==> src/design/tacc_pkg.sv <==
// Package for the ambient compensation control bank: offsets, fields, resets, timing factors.
// Assumes a 16-bit register port and conversion-sequence strobes from the sequencer.
//
// Function
// - The low four bits of control A set how many sequence results are dropped per result let into the fast FIFO.
// - In full power the calibration is held off for the full-power proximity count times 16 sequences.
// - In low power the calibration is held off for the low-power proximity count times 4 low-power sequences.
// - The timeout field sets the full-to-low power delay as 1.25, 1.50, 1.75 or 2.00 times the full-power count times 16 sequences.
// - While the forced-calibration bit is set every stage is made to recalibrate.
// - Writing one to the restart bit restarts the sequence at the first stage and the bit clears itself.
// - The effective recalibration level is the programmed byte times 16, default 64.
// - The effective detection rate is the six-bit programmed value times 16, default one.
// - The full-power recalibration time is ten bits in control C and resets to 3FF.
// - The low-power recalibration time is the upper six bits of control C and resets to 3F.
// - Each low-interrupt enable bit lets its stage's low-threshold condition assert the interrupt; all reset to zero.
// - The slow filter update level is the top two bits of control B and resets to zero.

package tacc_pkg;

    // ------------------------------------------------------------
    // Register map
    // ------------------------------------------------------------
    localparam logic [9:0] TACC_ADDR_CTRL_A = 10'h002;
    localparam logic [9:0] TACC_ADDR_CTRL_B = 10'h003;
    localparam logic [9:0] TACC_ADDR_RECAL = 10'h004;
    localparam logic [9:0] TACC_ADDR_LOW_EN = 10'h005;

    // ------------------------------------------------------------
    // Field layouts
    // ------------------------------------------------------------
    typedef struct packed {
        logic sequence_restart;
        logic forced_cal;
        logic [1:0] power_drop_timeout;
        logic [3:0] low_power_prox_count;
        logic [3:0] full_power_prox_count;
        logic [3:0] fast_filter_skip_count;
    } tacc_ctrl_a_s;

    typedef struct packed {
        logic [1:0] slow_filter_update_level;
        logic [5:0] prox_detect_rate;
        logic [7:0] prox_recal_level;
    } tacc_ctrl_b_s;

    typedef struct packed {
        logic [5:0] low_power_recal_time;
        logic [9:0] full_power_recal_time;
    } tacc_recal_s;

    // ------------------------------------------------------------
    // Reset values
    // ------------------------------------------------------------
    localparam logic [15:0] TACC_RST_CTRL_A = 16'h0FF0;
    localparam logic [15:0] TACC_RST_CTRL_B = 16'h0140;
    localparam logic [15:0] TACC_RST_RECAL = 16'hFFFF;
    localparam logic [15:0] TACC_RST_LOW_EN = 16'h0000;

    // ------------------------------------------------------------
    // Scaling and timing factors
    // ------------------------------------------------------------
    localparam int TACC_FP_SEQ_PER_COUNT = 16;
    localparam int TACC_LP_SEQ_PER_COUNT = 4;
    localparam int TACC_TIMEOUT_QUARTERS_BASE = 5;
    localparam int TACC_LEVEL_SCALE_SHIFT = 4;
    localparam int TACC_TIMER_W = 10;
    localparam int TACC_STAGES = 12;

endpackage

==> src/design/tacc_period_timer.sv <==
// Down-counting period timer that counts sequence strobes after a start.
// Assumes start and tick are one-cycle pulses in the clk domain.

`timescale 1ns/1ps
`default_nettype none

module tacc_period_timer #(
    parameter int W = 10
) (
    // Clock and reset
    input wire logic clk,
    input wire logic rst_n,
    // Control
    input wire logic start,
    input wire logic [W-1:0] start_value,
    input wire logic tick,
    // Status
    output logic busy,
    output logic expired
);

    logic [W-1:0] cnt_q;
    logic [W-1:0] cnt_d;
    logic last_tick;

    assign last_tick = busy && tick && (cnt_q == W'(1));
    assign cnt_d = start ? start_value : ((busy && tick) ? cnt_q - W'(1) : cnt_q);

    always_ff @(posedge clk)
    begin
        if (!rst_n)
        begin
            cnt_q <= '0;
            busy <= 1'b0;
            expired <= 1'b0;
        end
        else
        begin
            cnt_q <= cnt_d;
            busy <= (cnt_d != '0);
            expired <= last_tick && !start;
        end
    end

endmodule

`default_nettype wire

==> src/design/tacc_top.sv <==
// Ambient compensation control bank with its sequence timers and low-threshold interrupt.
// Assumes the serial interface decodes host accesses into single-cycle write and read strobes,
// and the conversion sequencer gives one-cycle strobes at the end of each sequence.

`timescale 1ns/1ps
`default_nettype none

module tacc_top
    import tacc_pkg::*;
#(
    parameter int STAGES = TACC_STAGES
) (
    // Clock and reset
    input wire logic clk,
    input wire logic rst_n,
    // Register port
    input wire logic reg_wr,
    input wire logic reg_rd,
    input wire logic [9:0] reg_addr,
    input wire logic [15:0] reg_wdata,
    output logic [15:0] reg_rdata,
    // Sequencer status
    input wire logic fp_seq_done,
    input wire logic lp_seq_done,
    input wire logic low_power_mode,
    input wire logic prox_active,
    input wire logic [STAGES-1:0] stage_low_exceeded,
    // Compensation controls
    output logic fifo_admit,
    output logic cal_suspend,
    output logic power_drop_req,
    output logic forced_cal,
    output logic restart_first_stage,
    output logic [11:0] prox_recal_level_eff,
    output logic [9:0] prox_detect_rate_eff,
    output logic [1:0] slow_filter_update_level,
    output logic [9:0] full_power_recal_time,
    output logic [5:0] low_power_recal_time,
    // Interrupt pin, active low
    output logic int_n
);

    // ------------------------------------------------------------
    // Register storage
    // ------------------------------------------------------------
    tacc_ctrl_a_s ctrl_a_q;
    tacc_ctrl_b_s ctrl_b_q;
    tacc_recal_s recal_q;
    logic [15:0] low_en_q;

    logic wr_a;
    logic wr_b;
    logic wr_c;
    logic wr_en;
    logic [15:0] rd_mux;
    tacc_ctrl_a_s wdata_a;

    assign wdata_a = tacc_ctrl_a_s'(reg_wdata);
    assign wr_a = reg_wr && (reg_addr == TACC_ADDR_CTRL_A);
    assign wr_b = reg_wr && (reg_addr == TACC_ADDR_CTRL_B);
    assign wr_c = reg_wr && (reg_addr == TACC_ADDR_RECAL);
    assign wr_en = reg_wr && (reg_addr == TACC_ADDR_LOW_EN);

    // The restart bit is never stored, so it always reads back as zero.
    assign rd_mux = (reg_addr == TACC_ADDR_CTRL_A) ? {1'b0, 15'(ctrl_a_q)} :
                    (reg_addr == TACC_ADDR_CTRL_B) ? 16'(ctrl_b_q) :
                    (reg_addr == TACC_ADDR_RECAL) ? 16'(recal_q) :
                    (reg_addr == TACC_ADDR_LOW_EN) ? low_en_q : 16'h0000;

    always_ff @(posedge clk)
    begin
        if (!rst_n)
        begin
            ctrl_a_q <= tacc_ctrl_a_s'(TACC_RST_CTRL_A);
            ctrl_b_q <= tacc_ctrl_b_s'(TACC_RST_CTRL_B);
            recal_q <= tacc_recal_s'(TACC_RST_RECAL);
            low_en_q <= TACC_RST_LOW_EN;
            reg_rdata <= 16'h0000;
        end
        else
        begin
            if (wr_a)
            begin
                ctrl_a_q <= wdata_a;
                ctrl_a_q.sequence_restart <= 1'b0;
            end
            if (wr_b)
                ctrl_b_q <= tacc_ctrl_b_s'(reg_wdata);
            if (wr_c)
                recal_q <= tacc_recal_s'(reg_wdata);
            if (wr_en)
                low_en_q <= reg_wdata;
            if (reg_rd)
                reg_rdata <= rd_mux;
        end
    end

    // ------------------------------------------------------------
    // Fast filter admission
    // ------------------------------------------------------------
    logic [3:0] skip_q;
    logic skip_done;

    assign skip_done = (skip_q >= ctrl_a_q.fast_filter_skip_count);

    always_ff @(posedge clk)
    begin
        if (!rst_n)
        begin
            skip_q <= 4'h0;
            fifo_admit <= 1'b0;
        end
        else
        begin
            fifo_admit <= fp_seq_done && skip_done;
            if (fp_seq_done)
                skip_q <= skip_done ? 4'h0 : skip_q + 4'h1;
        end
    end

    // ------------------------------------------------------------
    // Calibration hold-off and power-down timers
    // ------------------------------------------------------------
    logic prox_q;
    logic prox_rise;
    logic fp_start;
    logic lp_start;
    logic fp_busy;
    logic lp_busy;
    logic to_expired;
    logic [TACC_TIMER_W-1:0] fp_period;
    logic [TACC_TIMER_W-1:0] lp_period;
    logic [TACC_TIMER_W-1:0] to_period;

    assign prox_rise = prox_active && !prox_q;
    assign fp_start = prox_rise && !low_power_mode;
    assign lp_start = prox_rise && low_power_mode;
    assign fp_period = TACC_TIMER_W'(ctrl_a_q.full_power_prox_count * TACC_FP_SEQ_PER_COUNT);
    assign lp_period = TACC_TIMER_W'(ctrl_a_q.low_power_prox_count * TACC_LP_SEQ_PER_COUNT);
    assign to_period = TACC_TIMER_W'((ctrl_a_q.full_power_prox_count * TACC_FP_SEQ_PER_COUNT
                       * (TACC_TIMEOUT_QUARTERS_BASE + ctrl_a_q.power_drop_timeout)) / 4);

    tacc_period_timer #(.W(TACC_TIMER_W)) u_fp_hold (
        .clk(clk),
        .rst_n(rst_n),
        .start(fp_start),
        .start_value(fp_period),
        .tick(fp_seq_done),
        .busy(fp_busy),
        .expired()
    );

    tacc_period_timer #(.W(TACC_TIMER_W)) u_lp_hold (
        .clk(clk),
        .rst_n(rst_n),
        .start(lp_start),
        .start_value(lp_period),
        .tick(lp_seq_done),
        .busy(lp_busy),
        .expired()
    );

    // The timeout only runs in full power; proximity restarts it.
    tacc_period_timer #(.W(TACC_TIMER_W)) u_timeout (
        .clk(clk),
        .rst_n(rst_n),
        .start(fp_start),
        .start_value(to_period),
        .tick(fp_seq_done),
        .busy(),
        .expired(to_expired)
    );

    // ------------------------------------------------------------
    // Control outputs and interrupt
    // ------------------------------------------------------------
    logic irq_any;

    assign irq_any = |(low_en_q[STAGES-1:0] & stage_low_exceeded);

    always_ff @(posedge clk)
    begin
        if (!rst_n)
        begin
            prox_q <= 1'b0;
            cal_suspend <= 1'b0;
            power_drop_req <= 1'b0;
            forced_cal <= 1'b0;
            restart_first_stage <= 1'b0;
            prox_recal_level_eff <= 12'h000;
            prox_detect_rate_eff <= 10'h000;
            slow_filter_update_level <= 2'h0;
            full_power_recal_time <= 10'h000;
            low_power_recal_time <= 6'h00;
            int_n <= 1'b1;
        end
        else
        begin
            prox_q <= prox_active;
            cal_suspend <= fp_busy || lp_busy || fp_start || lp_start;
            // drop once timeout ends
            // A timeout that ends in the same cycle as a clear still raises the request.
            power_drop_req <= to_expired || (power_drop_req && !prox_rise && !low_power_mode);
            forced_cal <= ctrl_a_q.forced_cal;
            restart_first_stage <= wr_a && wdata_a.sequence_restart;
            prox_recal_level_eff <= {ctrl_b_q.prox_recal_level, 4'h0};
            prox_detect_rate_eff <= {ctrl_b_q.prox_detect_rate, 4'h0};
            slow_filter_update_level <= ctrl_b_q.slow_filter_update_level;
            full_power_recal_time <= recal_q.full_power_recal_time;
            low_power_recal_time <= recal_q.low_power_recal_time;
            int_n <= !irq_any;
        end
    end

endmodule

`default_nettype wire

==> config.mk <==
export PLATFORM = sky130hd
export DESIGN_NAME = tacc_top
export DESIGN_NICKNAME = d
export VERILOG_FILES = /design/src/design/tacc_pkg.sv /design/src/design/tacc_period_timer.sv /design/src/design/tacc_top.sv
export SDC_FILE = /design/constraint.sdc
export NUM_CORES = 1
export LEC_CHECK = 0
export BUFFER_PORTS_ARGS = -buffer_cell sky130_fd_sc_hd__clkbuf_2
export CAP_MARGIN = 20
export CORE_MARGIN = 3
export CORE_UTILIZATION = 28
export DETAILED_ROUTE_END_ITERATION = 7
export GPL_ROUTABILITY_DRIVEN = 0
export GPL_TIMING_DRIVEN = 0
export PLACE_DENSITY_LB_ADDON = 0.08
export SETUP_SLACK_MARGIN = 0.05
export SYNTH_ARGS = -nofsm -noshare
export SYNTH_HDL_FRONTEND = slang
export SYNTH_SLANG_ARGS = --single-unit
==> constraint.sdc <==
create_clock -name clk -period 3 [get_ports clk]
set_input_delay 0.3 -clock clk [delete_from_list [all_inputs] [get_ports clk]]
set_output_delay 0.3 -clock clk [all_outputs]
set_load 0.05 [all_outputs]
==> flow_summary.json <==
{
  "drive_above_1_share_pct": 20.0,
  "groute.usage.overall_pct": 17.1,
  "globalRouteOverflowTotal": 0,
  "buffer_ports.inserted": 99,
  "post-layout-total-power_mw": 4.98,
  "postLayoutCoreUtil_pct": 35.7,
  "grt_pass1_vias": 5883,
  "clockBufferDepth": 2,
  "nets": 986,
  "route.vias.total": 5953,
  "synthDominantAreaCellType": "sky130_fd_sc_hd__dfxtp_1",
  "timing.setup.critical_path_class": "reg2reg",
  "critPathRequiredTime_ns": 3.27,
  "critPathMaxFanout": 4,
  "rrSetupSlack_ns": 0.02,
  "post-synth-top-area-fraction_pct": 46.0,
  "initial_utilization_pct": 28.7,
  "end_kind": "flop",
  "synth-warning-count": 0,
  "postSynthAreaPerCell_um2": 8.66,
  "netlist_area_um2": 6800,
  "critical-path-slowest-cell": "sky130_fd_sc_hd__fa_2",
  "htree_levels": 4,
  "worst-slew-pin-transition_ns": 0.836,
  "ys_types": 61,
  "number_of_clock_buffers_inserted_by_tritoncts": 17,
  "dp_hpwl_um": 16200,
  "final-setup-viol-count": 0,
  "n_fill_cell": 2566,
  "power-per-cell-area_nw_per_um2": 589,
  "grt_pass1_wl_um": 34300,
  "leakagePower_nw": 3.35,
  "cp_slowest_stage_delay_ns": 0.59,
  "relSlewSlack_pct": 44.3,
  "core-area_um2": 23700,
  "reg2reg_to": "u_timeout.busy",
  "chipWidth_um": 162,
  "drcViolationCount": 0,
  "final_period_minus_worst_setup_slack_ns": 2.98,
  "maxSlewViolCount": 0,
  "min_period_over_period_pct": 99.2,
  "yosys_register_bits": 156,
  "post_drt_wl_per_cell_um": 17.7,
  "start_kind": "flop",
  "maximum_resistive_drop_on_vdd_mv": 0.278,
  "die-area_um2": 26200,
  "unrepaired_setup_endpoints_after_global_routing": "yes",
  "cell_count_after_synthesis": 785,
  "iteration_0_drc_markers": 359,
  "clk-insertion-delay-late_ns": 0.43,
  "cts_tree": "built",
  "cts.sink_count": 156,
  "clock.fmax_mhz": 336,
  "seqCellArea_um2": 3130,
  "cts_root_buf": "sky130_fd_sc_hd__clkbuf_16",
  "core.rowCount": 56,
  "grt_antenna_before_repair": 0,
  "route.detailed.vias_per_inst": 4.77,
  "final.setup.tns_ns": 0,
  "worst_ep_arrival_time_ns": 3.25,
  "worstHoldPathType": "in2reg",
  "hold_path.startpoint": "prox_active",
  "result_of_the_run": "completed",
  "layout-area-overhead-vs-synth_pct": 24.5,
  "post_synth_main_area_contributors": "sky130_fd_sc_hd__dfxtp_1 46%, sky130_fd_sc_hd__nand2_1 7.3%, sky130_fd_sc_hd__a21oi_1 4.2%",
  "seq_total_area_yosys_pct": 46.0,
  "synth_enable_flop_cells": 0,
  "clkTransAtPathRegs_ns": 0.07,
  "reg2reg_depth": 11,
  "hold_path_end": "prox_q",
  "timing.hold.ws_ns": 0.115,
  "cap_violations": 0,
  "pin_count": 108,
  "critical_path.cell_chain": "ha_4 -> mux2_4 -> ha_4 -> fa_2 -> inv_2 -> fa_2 -> xnor2_1 -> nand2_1 -> o21ai_2 -> a2111oi_4 -> a41oi_2",
  "clock_skew_ns": 0.00861,
  "dr_pass1_iterations": 5,
  "worstHoldPathCells": 2,
  "drtAntennaViolNets": 0,
  "grt_max_degree": 17,
  "ys_dominant_reg_cell": "sky130_fd_sc_hd__dfxtp_1",
  "async_s_r_ff_share_synth_pct": 0,
  "postRouteWirelength_um": 22100,
  "multiInputGateArea_um2": 3480,
  "timing.final.hold_violations": 0,
  "r2r_start": "ctrl_a_q[13]",
  "die_y_um": 162
}
## where the power goes
group	internal (mW)	switching, mW	leakage [nW]
sequential	2.14	0.0617	1.28
combinational	0.213	0.390	1.80
clock	1.18	0.990	0.280
total	3.54	1.44	3.35
## metrics by stage
step           area [um2]  std cells  worst slack (ns)
3_5_place_dp         7750       1211            -0.218
4_1_cts              8410       1246           -0.0615
5_1_grt              8450       1247           -0.0685
2_1_floorplan        6860        793            0.0932
6_report             8460       1248            0.0246
3_3_place_gp         7750       1211            -0.229
## cell families (layout without fill, tap and decap cells)
| group | after synthesis | after routing | share of synthesized area (%) |
|---|---|---|---|
| xor gates and xnor gates | 31 | 31 | 4.00 |
| other | 1 | 10 | 0.0552 |
| adders and majority gates | 25 | 25 | 4.93 |
| AOI/OAI and AO/OA | 159 | 159 | 14.9 |
| and+or+nand+nor | 335 | 335 | 24.5 |
| muxes | 4 | 4 | 0.626 |
| buffers and inverters | 74 | 209 | 5.06 |
| DFF | 156 | 156 | 46.0 |
## cell usage in the layout (no fill, tap or decap), drive strengths merged, types with 23 or more instances in the layout
master and n:
dfxtp 156, clkbuf 147, nand2 133, a21oi 57
nand3 55, and2 44, nor2 44, inv 31
a22oi 26, buf 26, o21ai 23
## state kept, by name, summed over array words and instances, names as in the netlist, 10 cells and up
name                   flops
reg_rdata                 16
u_lp_hold.cnt_q           10
recal_q                   16
low_en_q                  16
ctrl_b_q                  16
u_fp_hold.cnt_q           10
u_timeout.cnt_q           10
full_power_recal_time     10
ctrl_a_q                  15
## final cells by class
cell class | count | share of cell area (%)
antenna | 1 | 0.0296
buffer | 52 | 3.09
clock buffer | 18 | 5.07
clock inverter | 14 | 1.75
inverter | 22 | 0.976
multi-input combinational | 563 | 41.1
sequential | 156 | 37.0
tap | 319 | 4.72
timing repair buffer | 103 | 6.21
## worst max-delay path, delay by kind of cell (launching register included)
kind / cells / cell delay [ns]
simple gates: 1 / 0.08
mux: 1 / 0.31
flops: 1 / 0.36
buf+inv: 1 / 0.05
compound gates: 3 / 0.58
xor+xnor: 1 / 0.14
fa+ha+maj: 4 / 1.33
## timing repair
action                                  CTS  global route
hold buffers                              0             0
endpoints found under the setup margin    3             3
pin swaps                                 9             9
setup buffers                             3             1
resized for setup                        13             7
## layer usage
layer	track usage [%]	share of wire, %
met5	0	0
met4	4.30	0.97
met3	2.98	4.8
met2	25.6	44
met1	25.6	51
## worst max-delay path by stage
stage / from / to / slack [ns] / depth (start not counted)
floorplan: ctrl_a_q[12] / u_timeout.busy / 0.09 / 10
global placement: ctrl_a_q[12] / u_timeout.busy / -0.23 / 11
detailed placement: ctrl_a_q[12] / u_timeout.busy / -0.22 / 11
CTS: ctrl_a_q[12] / u_timeout.busy / -0.06 / 10
global route: ctrl_a_q[13] / u_timeout.busy / -0.07 / 11
finish: ctrl_a_q[13] / u_timeout.busy / 0.02 / 11
## Yosys cell counts (3+ instances only)
master,instances
sky130_fd_sc_hd__dfxtp_1,156
sky130_fd_sc_hd__nand2_1,132
sky130_fd_sc_hd__a21oi_1,57
sky130_fd_sc_hd__nand3_1,55
sky130_fd_sc_hd__and2_1,43
sky130_fd_sc_hd__nor2_1,43
sky130_fd_sc_hd__clkbuf_1,30
sky130_fd_sc_hd__a22oi_1,26
sky130_fd_sc_hd__o21ai_0,23
sky130_fd_sc_hd__ha_1,22
sky130_fd_sc_hd__inv_1,21
sky130_fd_sc_hd__xnor2_1,21
sky130_fd_sc_hd__a31oi_1,15
sky130_fd_sc_hd__buf_4,13
sky130_fd_sc_hd__nor3_1,12
sky130_fd_sc_hd__xor2_1,10
sky130_fd_sc_hd__a211oi_1,9
sky130_fd_sc_hd__buf_2,8
sky130_fd_sc_hd__nand2b_1,8
sky130_fd_sc_hd__nor2b_1,6
sky130_fd_sc_hd__a21o_1,4
sky130_fd_sc_hd__nand4_1,4
sky130_fd_sc_hd__nand4b_1,4
sky130_fd_sc_hd__o211ai_1,4
sky130_fd_sc_hd__a221oi_1,3
sky130_fd_sc_hd__a22o_1,3
sky130_fd_sc_hd__fa_1,3
sky130_fd_sc_hd__nand3b_1,3
sky130_fd_sc_hd__nor3b_1,3
sky130_fd_sc_hd__nor4_1,3
sky130_fd_sc_hd__o41ai_1,3
Note: power is estimated with default switching activity, not from simulation.
